===== src/ppil_defines.vh =====
// Register map, field positions and reset values of the port interrupt logic
// Functional notes
// - Port enable bit gates all event interrupts; the test bit bypasses it
// - Test bit forces interrupt output active
// - Autoneg done flag, cleared on status read
// - Speed change flag latched until read
// - Duplex change flag latched until read
// - Link change flag latched until read
// - Pending bit mirrors interrupt output
// - Status read clears flags; writes ignored
// - Per-event masks gate interrupt causes
`ifndef PPIL_DEFINES_VH
`define PPIL_DEFINES_VH
`define PPIL_ADDR_W        5
`define PPIL_DATA_W        16
`define PPIL_REG_ENABLE    5'h12
`define PPIL_REG_STATUS    5'h13
`define PPIL_BIT_AN_MASK   7
`define PPIL_BIT_SPD_MASK  6
`define PPIL_BIT_DPX_MASK  5
`define PPIL_BIT_LNK_MASK  4
`define PPIL_BIT_ALLOW     1
`define PPIL_BIT_FORCE     0
`define PPIL_BIT_AN_DONE   7
`define PPIL_BIT_SPD_CHG   6
`define PPIL_BIT_DPX_CHG   5
`define PPIL_BIT_LNK_CHG   4
`define PPIL_BIT_PENDING   2
`define PPIL_EVT_N         4
`define PPIL_READ_ZERO     16'h0000
`define PPIL_ALLOW_RESET   1'b0
`define PPIL_FORCE_RESET   1'b0
`define PPIL_MASK_RESET    1'b0
`define PPIL_FLAG_RESET    1'b0
`define PPIL_PEND_RESET    1'b0
`define PPIL_IRQ_N_IDLE    1'b1
`endif


===== src/ppil_port_irq.v =====
// Per-port interrupt enable and status registers with interrupt output
`timescale 1ns/1ps
`include "ppil_defines.vh"
module ppil_port_irq (
  input  wire                     clk,
  input  wire                     reset_n,
  input  wire [`PPIL_ADDR_W-1:0]  reg_addr,
  input  wire                     reg_wr,
  input  wire                     reg_rd,
  input  wire [`PPIL_DATA_W-1:0]  reg_wdata,
  input  wire                     autoneg_done_evt,
  input  wire                     speed_change_evt,
  input  wire                     duplex_change_evt,
  input  wire                     link_change_evt,
  output reg  [`PPIL_DATA_W-1:0]  reg_rdata,
  output reg                      mgmt_irq_n
);

  ////////////////////////////////////////////////////////////////////////////
  // Enable register fields; reserved bits are not stored
  reg                     port_irq_allow;
  reg                     irq_force_test;
  reg                     autoneg_event_mask;
  reg                     speed_event_mask;
  reg                     duplex_event_mask;
  reg                     link_event_mask;

  // Latched status flags and pending mirror
  reg                     autoneg_done_flag;
  reg                     speed_change_flag;
  reg                     duplex_change_flag;
  reg                     link_change_flag;
  reg                     mgmt_irq_pending;

  reg                     next_autoneg_done_flag;
  reg                     next_speed_change_flag;
  reg                     next_duplex_change_flag;
  reg                     next_link_change_flag;
  reg                     next_irq;
  reg [`PPIL_DATA_W-1:0]  next_reg_rdata;

  ////////////////////////////////////////////////////////////////////////////
  function ppil_addr_is;
    input [`PPIL_ADDR_W-1:0] addr;
    input [`PPIL_ADDR_W-1:0] target;
    begin
      ppil_addr_is = (addr == target);
    end
  endfunction

  // Set wins over clear so an event in the read cycle is kept
  function ppil_flag_next;
    input evt;
    input flag;
    input clear;
    begin
      ppil_flag_next = evt | (flag & ~clear);
    end
  endfunction

  function ppil_irq_level;
    input                   allow;
    input                   force_on;
    input [`PPIL_EVT_N-1:0] masks;
    input [`PPIL_EVT_N-1:0] flags;
    begin
      ppil_irq_level = (allow & (|(masks & flags))) | force_on;
    end
  endfunction

  // Reserved bits always read as zero
  function [`PPIL_DATA_W-1:0] ppil_enable_word;
    input allow;
    input force_on;
    input an_mask;
    input spd_mask;
    input dpx_mask;
    input lnk_mask;
    begin
      ppil_enable_word                     = `PPIL_READ_ZERO;
      ppil_enable_word[`PPIL_BIT_AN_MASK]  = an_mask;
      ppil_enable_word[`PPIL_BIT_SPD_MASK] = spd_mask;
      ppil_enable_word[`PPIL_BIT_DPX_MASK] = dpx_mask;
      ppil_enable_word[`PPIL_BIT_LNK_MASK] = lnk_mask;
      ppil_enable_word[`PPIL_BIT_ALLOW]    = allow;
      ppil_enable_word[`PPIL_BIT_FORCE]    = force_on;
    end
  endfunction

  function [`PPIL_DATA_W-1:0] ppil_status_word;
    input an;
    input spd;
    input dpx;
    input lnk;
    input pend;
    begin
      ppil_status_word                    = `PPIL_READ_ZERO;
      ppil_status_word[`PPIL_BIT_AN_DONE] = an;
      ppil_status_word[`PPIL_BIT_SPD_CHG] = spd;
      ppil_status_word[`PPIL_BIT_DPX_CHG] = dpx;
      ppil_status_word[`PPIL_BIT_LNK_CHG] = lnk;
      ppil_status_word[`PPIL_BIT_PENDING] = pend;
    end
  endfunction

  ////////////////////////////////////////////////////////////////////////////
  // Status flags have no write path at all
  wire enable_write = reg_wr & ppil_addr_is(reg_addr, `PPIL_REG_ENABLE);
  wire status_read  = reg_rd &
                      ppil_addr_is(reg_addr, `PPIL_REG_STATUS);

  always @* begin
    next_autoneg_done_flag  = ppil_flag_next(autoneg_done_evt,
                                             autoneg_done_flag,
                                             status_read);
    next_speed_change_flag  = ppil_flag_next(speed_change_evt,
                                             speed_change_flag,
                                             status_read);
    next_duplex_change_flag = ppil_flag_next(duplex_change_evt,
                                             duplex_change_flag,
                                             status_read);
    next_link_change_flag   = ppil_flag_next(link_change_evt,
                                             link_change_flag,
                                             status_read);
  end

  // The cause looks at the next flags so the output tracks them
  always @* begin
    next_irq = ppil_irq_level(port_irq_allow,
                              irq_force_test,
                              {autoneg_event_mask, speed_event_mask,
                               duplex_event_mask, link_event_mask},
                              {next_autoneg_done_flag,
                               next_speed_change_flag,
                               next_duplex_change_flag,
                               next_link_change_flag});
  end

  ////////////////////////////////////////////////////////////////////////////
  always @(posedge clk or negedge reset_n) begin
    if (!reset_n) begin
      port_irq_allow <= `PPIL_ALLOW_RESET;
    end else if (enable_write) begin
      port_irq_allow <= reg_wdata[`PPIL_BIT_ALLOW];
    end
  end

  always @(posedge clk or negedge reset_n) begin
    if (!reset_n) begin
      irq_force_test <= `PPIL_FORCE_RESET;
    end else if (enable_write) begin
      irq_force_test <= reg_wdata[`PPIL_BIT_FORCE];
    end
  end

  always @(posedge clk or negedge reset_n) begin
    if (!reset_n) begin
      autoneg_event_mask <= `PPIL_MASK_RESET;
    end else if (enable_write) begin
      autoneg_event_mask <= reg_wdata[`PPIL_BIT_AN_MASK];
    end
  end

  always @(posedge clk or negedge reset_n) begin
    if (!reset_n) begin
      speed_event_mask <= `PPIL_MASK_RESET;
    end else if (enable_write) begin
      speed_event_mask <= reg_wdata[`PPIL_BIT_SPD_MASK];
    end
  end

  always @(posedge clk or negedge reset_n) begin
    if (!reset_n) begin
      duplex_event_mask <= `PPIL_MASK_RESET;
    end else if (enable_write) begin
      duplex_event_mask <= reg_wdata[`PPIL_BIT_DPX_MASK];
    end
  end

  always @(posedge clk or negedge reset_n) begin
    if (!reset_n) begin
      link_event_mask <= `PPIL_MASK_RESET;
    end else if (enable_write) begin
      link_event_mask <= reg_wdata[`PPIL_BIT_LNK_MASK];
    end
  end

  ////////////////////////////////////////////////////////////////////////////
  always @(posedge clk or negedge reset_n) begin
    if (!reset_n) begin
      autoneg_done_flag <= `PPIL_FLAG_RESET;
    end else begin
      autoneg_done_flag <= next_autoneg_done_flag;
    end
  end

  always @(posedge clk or negedge reset_n) begin
    if (!reset_n) begin
      speed_change_flag <= `PPIL_FLAG_RESET;
    end else begin
      speed_change_flag <= next_speed_change_flag;
    end
  end

  always @(posedge clk or negedge reset_n) begin
    if (!reset_n) begin
      duplex_change_flag <= `PPIL_FLAG_RESET;
    end else begin
      duplex_change_flag <= next_duplex_change_flag;
    end
  end

  always @(posedge clk or negedge reset_n) begin
    if (!reset_n) begin
      link_change_flag <= `PPIL_FLAG_RESET;
    end else begin
      link_change_flag <= next_link_change_flag;
    end
  end

  always @(posedge clk or negedge reset_n) begin
    if (!reset_n) begin
      mgmt_irq_pending <= `PPIL_PEND_RESET;
    end else begin
      mgmt_irq_pending <= next_irq;
    end
  end

  // Same source as the pending bit, so the two never disagree
  always @(posedge clk or negedge reset_n) begin
    if (!reset_n) begin
      mgmt_irq_n <= `PPIL_IRQ_N_IDLE;
    end else begin
      mgmt_irq_n <= ~next_irq;
    end
  end

  ////////////////////////////////////////////////////////////////////////////
  // Unmapped addresses return zero
  always @* begin
    case (reg_addr)
      `PPIL_REG_ENABLE: begin
        next_reg_rdata = ppil_enable_word(port_irq_allow, irq_force_test,
                                          autoneg_event_mask,
                                          speed_event_mask,
                                          duplex_event_mask,
                                          link_event_mask);
      end
      `PPIL_REG_STATUS: begin
        next_reg_rdata = ppil_status_word(autoneg_done_flag,
                                          speed_change_flag,
                                          duplex_change_flag,
                                          link_change_flag,
                                          mgmt_irq_pending);
      end
      default: begin
        next_reg_rdata = `PPIL_READ_ZERO;
      end
    endcase
  end

  // Read data holds between reads so a slow host can pick it up
  always @(posedge clk or negedge reset_n) begin
    if (!reset_n) begin
      reg_rdata <= `PPIL_READ_ZERO;
    end else if (reg_rd) begin
      reg_rdata <= next_reg_rdata;
    end
  end

endmodule


===== config.mk =====
export PLATFORM = sky130hd
export DESIGN_NAME = ppil_port_irq
export DESIGN_NICKNAME = d
export VERILOG_FILES = /design/src/ppil_port_irq.v
export VERILOG_INCLUDE_DIRS = /design/src
export SDC_FILE = /design/constraint.sdc
export NUM_CORES = 1
export LEC_CHECK = 0
export BUFFER_PORTS_ARGS = -buffer_cell sky130_fd_sc_hd__buf_2
export CAP_MARGIN = 20
export CELL_PAD_IN_SITES_DETAIL_PLACEMENT = 0
export CELL_PAD_IN_SITES_GLOBAL_PLACEMENT = 1
export CORE_UTILIZATION = 34
export CTS_BUF_LIST = sky130_fd_sc_hd__clkbuf_16
export CTS_CLUSTER_SIZE = 14
export DETAILED_ROUTE_END_ITERATION = 12
export PLACE_DENSITY_LB_ADDON = 0.12
export SLEW_MARGIN = 0
export SYNTH_ARGS = -nofsm -noshare
export SYNTH_HDL_FRONTEND = slang
export SYNTH_SLANG_ARGS = --single-unit

===== constraint.sdc =====
create_clock -name clk -period 2.7 [get_ports clk]
set_clock_uncertainty 0.05 [all_clocks]
set_input_delay 0.27 -clock clk [delete_from_list [all_inputs] [get_ports clk]]
set_output_delay 0.27 -clock clk [all_outputs]
set_load 0.005 [all_outputs]

==> flow_metrics.py, run 1 <==
metrics = {
    "synthesis": {
        "synth.avg_cell_area_sq_um": 10.5,
        "synth-seq-area-share": 0.526,
        "ys_async_sr_fraction": 1.00,
        "synth_xor_xnor_area_share": 0,
        "synth-edff-count": 0,
        "syn_inst": 86,
        "synth-seq-cells": 19,
        "synth_cell_types": 21,
        "synth.area.top_cells": "dfrtp_1 (50%), buf_4 (8.3%), mux2_2 (7.4%)",
        "synth_top_cell_area_share": 0.497,
        "synthAdderAreaFrac": 0,
        "ys_warn_count": 0,
        "synthMostInstantiatedCell": "dfrtp_1",
        "synth_top_area_cell": "dfrtp_1",
        "synth.area.mux_share": 0.0745,
        "synth-compound-area-share": 0.156,
        "synth_top_family_by_area": "compound AO/OA/AOI/OAI gates",
        "synth-main-ff-cell": "dfrtp_1",
        "netlist_area_sq_um": 907,
        "yosys.area_share.simple": 0.108,
        "synth_commonest_cells": "dfrtp_1 (18), nand2_1 (11), buf_4 (10), inv_1 (10), o21ai_0 (10)",
    },
    "die": {
        "pin_count": 46,
        "die-area_sq_um": 2880,
        "die_h_um": 53.7,
        "initial_core_util": 0.363,
        "num_rows": 18,
        "core-area_sq_um": 2500,
        "die_x_um": 53.7,
    },
    "timing": {
        "fin_crit_sh": 0.533,
        "slew_viol_final": 0,
        "fin_crit_ns": 1.44,
        "fmax_mhz": 695,
        "worst_hold_slack_ns": 0.181,
        "hold_viol": 0,
        "fin_tns_setup_ns": 0,
        "rsz0062_at_grt": "false",
        "setup_viol": 0,
    },
    "global_route": {
        "grt_pass1_vias": 637,
        "grt_first_pass_wirelength_mm": 3.00,
        "antenna_found_initial": 0,
        "grt_max_degree": 20,
        "overflow": 0,
        "grtUsageTotal": 0.146,
    },
    "worst_setup_path": {
        "endpoint_kind": "flip-flop",
        "start_kind": "input port",
        "path_max_fanout": 8,
        "critical_path_arrival_ns": 1.57,
        "crit_required_ns": 2.83,
        "crit_type": "in -> reg",
    },
    "finish": {
        "nNetsFinal": 144,
        "area_delta_synth_final_pct": 23.4,
        "diodes": 0,
        "drive_above_1_share": 0.351,
        "final.fill_count": 249,
    },
    "min_path": {
        "hold_path.class": "in -> reg",
    },
    "route": {
        "routedWlPerCell_um": 12.0,
        "drtIter0Drc": 6,
        "first_pass_iters": 4,
        "ant_nets": 0,
        "post-route-drc-count": 0,
        "vias": 647,
        "via_per_inst": 4.49,
        "wirelength_mm": 1.73,
    },
    "job": {
        "maxCapViolCount": 0,
    },
    "power_and_ir_drop": {
        "power_density_nw_per_um2": 646,
        "ir_drop_mv": 0.562,
        "power_leakage_nw": 0.569,
    },
    "placed_design": {
        "place.gp.congestion": 0.744,
        "io_buffer_count": 26,
        "dpl.hpwl_mm": 1.25,
    },
    "clocking": {
        "cts_resized": 0,
        "cts.sinks": 19,
        "clk_pin_slew_ns": 0.06,
        "worstSkewPairLatency_ns": 0.25,
        "clockBufferDepth": 2,
        "cts_setup_buffers": 0,
        "cts_tree": "built",
        "ctsHoldBuffers": 1,
        "cts_made_buffers": 3,
        "cts_root_buf": "clkbuf_16",
        "cts_htree_levels": 1,
    },
    "run_status": {
        "outcome": "finished clean",
    },
}
critical path, cell delays in order:
cell      delay [ns]
buf_2           0.10
nor4bb_1        0.29
buf_4           0.21
a41oi_1         0.15
o41ai_2         0.38
nor2b_1         0.18
sequential cells by signal, summed over array words and instances (netlist names):
signal	cells
reg_rdata	7
duplex_event_mask	1
port_irq_allow	1
duplex_change_flag	1
link_change_flag	1
irq_force_test	1
speed_event_mask	1
autoneg_done_flag	1
autoneg_event_mask	1
link_event_mask	1
mgmt_irq_pending	1
speed_change_flag	1
mgmt_irq_n	1
metal layers:
metal	share of wire	vias up	track usage
met3	0.042	0	0.0537
met2	0.48	19	0.235
li1	-	329	-
met4	0	0	0
met1	0.48	299	0.200
met5	0	-	0
final cells by class:
type	count	area (sq um)	area share
Clock inverter	1	5.00	0.00447
Multi-Input combinational cell	53	340	0.304
Tap cell	30	37.5	0.0335
Inverter	10	37.5	0.0335
Timing Repair Buffer	28	148	0.132
Clock buffer	3	75.1	0.0670
Sequential cell	19	477	0.426
per-stage QoR:
step	area [sq um]	total power, W	setup slack (ns)	instances	util
3_5_place_dp	1030	0.000429	0.984	139	0.412
4_1_cts	1120	0.000732	1.23	144	0.448
2_1_floorplan	937	0.000399	1.26	94	-
6_report	1120	0.000723	1.26	144	0.448
5_1_grt	1120	0.000761	1.14	144	0.448
3_3_place_gp	1030	0.000426	1.02	139	0.412
layout by cell type (no fill, tap or decap):
| master | count |
|---|---|
| nor4bb_1 | 1 |
| a22oi_1 | 3 |
| clkbuf_16 | 3 |
| clkinv_2 | 1 |
| mux2_2 | 6 |
| dfstp_2 | 1 |
| dlygate4sd3_1 | 1 |
| dfrtp_1 | 18 |
| nand2_1 | 11 |
| a221o_1 | 1 |
| a41oi_1 | 3 |
| and3_1 | 1 |
| and3b_1 | 1 |
| a41oi_2 | 1 |
| inv_1 | 10 |
| nand2b_1 | 1 |
| nor2b_1 | 2 |
| buf_2 | 26 |
| nand3b_1 | 1 |
| buf_4 | 1 |
| conb_1 | 9 |
| nand3_1 | 1 |
| o21ai_0 | 10 |
| o41ai_2 | 1 |
path summary, 6_finish.rpt:
path / start / to / slack [ns] / depth (start not counted)
max: reg_addr[3] / mgmt_irq_n / 1.26 / 6
min: link_change_evt / link_change_flag / 0.18 / 3
max reg2reg: duplex_change_flag / mgmt_irq_n / 1.33 / 4
min reg2reg: irq_force_test / mgmt_irq_n / 0.39 / 1
max in group asynchronous: reset_n / mgmt_irq_n / 1.82 / 2
min in group asynchronous: reset_n / speed_event_mask / 0.44 / 2
cell families (layout without fill, tap and decap cells):
kind of cell / after synthesis / count (layout)
AO/OA/AOI/OAI: 19 / 19
buffers and inverters: 22 / 42
flip-flops: 19 / 19
multiplexers: 6 / 6
other: 1 / 9
AND/OR/NAND/NOR: 19 / 19
where the power goes:
| group | switching (W) | internal (W) |
|---|---|---|
| clock | 0.000103 | 0.000198 |
| sequential | 0.0000170 | 0.000318 |
| combinational | 0.0000408 | 0.0000460 |
(Power assumes the default switching activity.)
==> run 2, diff against run 1 <==
--- a/config.mk
+++ b/config.mk
@@ -6,11 +6,12 @@
 export SDC_FILE = /design/constraint.sdc
 export NUM_CORES = 1
 export LEC_CHECK = 0
+export ABC_AREA = 1
 export BUFFER_PORTS_ARGS = -buffer_cell sky130_fd_sc_hd__buf_2
 export CAP_MARGIN = 20
 export CELL_PAD_IN_SITES_DETAIL_PLACEMENT = 0
 export CELL_PAD_IN_SITES_GLOBAL_PLACEMENT = 1
-export CORE_UTILIZATION = 34
+export CORE_UTILIZATION = 31
 export CTS_BUF_LIST = sky130_fd_sc_hd__clkbuf_16
 export CTS_CLUSTER_SIZE = 14
 export DETAILED_ROUTE_END_ITERATION = 12
==> constraint.sdc (replaced) <==
create_clock -name clk -period 1.5 [get_ports clk]
set_clock_uncertainty 0.05 [all_clocks]
set_input_delay 0.15 -clock clk [delete_from_list [all_inputs] [get_ports clk]]
set_output_delay 0.15 -clock clk [all_outputs]
set_load 0.005 [all_outputs]
==> run 2 against run 1 <==
Against the previous run: via count up 3.7%; sequential share of layout area down 0.14 points; clock power up 78%; critical path type is now reg -> out; critical path depth down 5; largest power group unchanged; synthesized cell count up 10%; critical endpoint is now mgmt_irq_n.
==> flow_metrics.py, run 2 <==
metrics = {
    "run_status": {
        "outcome": "finished clean",
    },
    "finish": {
        "final.fill_count": 291,
        "final_core_util": 0.411,
        "nNetsFinal": 157,
        "stdcell_area_sq_um": 1120,
        "layout_commonest_cell": "buf_2",
        "area_delta_synth_final_pct": 26.5,
        "drive_above_1_share": 0.354,
        "largest_reg_flops": 7,
        "top_register": "reg_rdata",
        "mostFrequentLayoutCells": "buf_2 (26), dfrtp_1 (18), nand2_1 (17)",
        "diodes": 0,
    },
    "power_and_ir_drop": {
        "power_density_nw_per_um2": 1120,
        "pwr-share-clk": 0.426,
        "p_switching_w": 0.000286,
        "ir_drop_mv": 1.07,
        "swShare": 0.228,
        "intPower_w": 0.000972,
        "power_w": 0.00126,
        "seq_power_share": 0.462,
        "pwr-share-comb": 0.112,
        "power_leakage_nw": 0.625,
    },
    "synthesis": {
        "synth-compound-area-share": 0.0704,
        "synth-main-ff-cell": "dfrtp_1",
        "synth.area.mux_share": 0.0254,
        "synth_commonest_cells": "dfrtp_1 (18), nand2_1 (17), inv_1 (10)",
        "synth_xor_xnor_area_share": 0,
        "synth-edff-count": 0,
        "ys_warn_count": 0,
        "synth.area.top_cells": "dfrtp_1 (51%), buf_4 (7.6%), nand2_1 (7.2%)",
        "synthMostInstantiatedCell": "dfrtp_1",
        "synth-seq-area-share": 0.537,
        "synth-seq-cells": 19,
        "ys_async_sr_fraction": 1.00,
        "synth.avg_cell_area_sq_um": 9.35,
        "synth_top_family_by_area": "simple AND/OR/NAND/NOR gates",
        "synth_top_area_cell": "dfrtp_1",
        "syn_inst": 95,
        "synth_top_cell_area_share": 0.507,
        "yosys.area_share.simple": 0.245,
        "synthAdderAreaFrac": 0,
        "netlist_area_sq_um": 888,
        "synth_cell_types": 17,
    },
    "worst_setup_path": {
        "path_buf_inv": 1,
        "crit_type": "reg -> out",
        "critical_path_arrival_ns": 0.85,
        "crit_required_ns": 1.30,
        "path_max_fanout": 1,
        "critPathSlowestCell": "dfstp_2",
        "cp_top_family": "flip-flops",
        "endpoint_kind": "output pin",
        "max_stage_delay_ns": 0.51,
        "start_kind": "flip-flop",
        "worstPathCellList": "buf_2",
    },
    "global_route": {
        "overflow": 0,
        "grt_first_pass_wirelength_mm": 3.15,
        "grt_max_degree": 20,
        "antenna_found_initial": 0,
        "grt_pass1_vias": 699,
        "grtUsageTotal": 0.136,
    },
    "timing": {
        "hold_viol": 0,
        "fin_tns_setup_ns": 0,
        "fin_crit_ns": 1.05,
        "rsz0062_at_grt": "false",
        "fin_crit_sh": 0.702,
        "worst_hold_slack_ns": 0.0542,
        "fmax_mhz": 950,
        "slew_viol_final": 0,
        "setup_viol": 0,
    },
    "clocking": {
        "cts_resized": 0,
        "clk_pin_slew_ns": 0.05,
        "cts.sinks": 19,
        "cts_root_buf": "clkbuf_16",
        "cts_made_buffers": 3,
        "ctsHoldBuffers": 1,
        "worstSkewPairLatency_ns": 0.25,
        "clockBufferDepth": 2,
        "cts_tree": "built",
        "cts_htree_levels": 1,
        "cts_setup_buffers": 0,
    },
    "placed_design": {
        "dpl_cell_area_sq_um": 1030,
        "dpl.hpwl_mm": 1.33,
        "place.gp.congestion": 0.699,
        "io_buffer_count": 26,
    },
    "die": {
        "die-area_sq_um": 3080,
        "pin_count": 46,
        "initial_core_util": 0.325,
        "core-area_sq_um": 2730,
        "die_h_um": 55.5,
        "die_x_um": 55.5,
        "num_rows": 19,
    },
    "route": {
        "routedWlPerCell_um": 10.7,
        "wirelength_mm": 1.69,
        "post-route-drc-count": 0,
        "first_pass_iters": 3,
        "via_per_inst": 4.25,
        "drtIter0Drc": 8,
        "ant_nets": 0,
        "vias": 671,
    },
    "job": {
        "maxCapViolCount": 0,
    },
    "min_path": {
        "hold_path.class": "in -> reg",
    },
}
[run 2: changes by cell type after synthesis, sizes merged, moves of 3 or more]
cell,delta
mux2,-4
a21oi,+4
nand3,+7
nor2,+10
o21ai,-8
a41oi,-4
a22oi,-3
nand2,+15
[run 2: kinds of logic (layout without fill, tap and decap cells)]
group                  Yosys count  after routing
buffers and inverters           19             43
AO/OA/AOI/OAI                   10             10
multiplexers                     2              2
AND/OR/NAND/NOR                 44             44
other                            1              9
flip-flops                      19             19
[run 2: final timing paths]
path / from / to / slack (ns) / cells after the start
hold reg to reg: irq_force_test / mgmt_irq_n / 0.33 / 1
max in group asynchronous: reset_n / mgmt_irq_n / 0.76 / 2
setup / recovery: mgmt_irq_n / mgmt_irq_n / 0.45 / 1
hold / removal: duplex_change_evt / duplex_change_flag / 0.05 / 3
setup reg to reg: link_change_flag / mgmt_irq_pending / 0.45 / 6
min in group asynchronous: reset_n / autoneg_done_flag / 0.31 / 2
[run 2: power by group through the flow]
stage	Clock, W	Sequential (W)	Combinational (W)
after floorplan	0	0.000584	0.0000956
after global placement	0	0.000590	0.000139
after detailed placement	0	0.000591	0.000141
after CTS	0.000550	0.000582	0.000143
after global routing	0.000573	0.000588	0.000167
final	0.000536	0.000582	0.000140
[run 2: per-stage QoR]
| step | setup slack [ns] | std cells |
|---|---|---|
| final | 0.448 | 158 |
| after global routing | 0.288 | 158 |
| after CTS | 0.440 | 158 |
| after detailed placement | 0.208 | 153 |
| after global placement | 0.201 | 153 |
| after floorplan | 0.417 | 103 |
[run 2: layer usage]
metal	GRT usage	share of wire
met1	0.161	0.46
met2	0.224	0.48
met3	0.0562	0.050
met4	0.0429	0.011
met5	0	0
[run 2: cell type report]
class                      count  area [sq um]  share of cell area
sequential                    19           477               0.424
clock inverter                 1          3.75             0.00334
timing repair buffer          29           155               0.138
tap                           31          38.8              0.0345
clock buffer                   3          75.1              0.0668
multi-input combinational     65           337               0.300
inverter                      10          37.5              0.0334
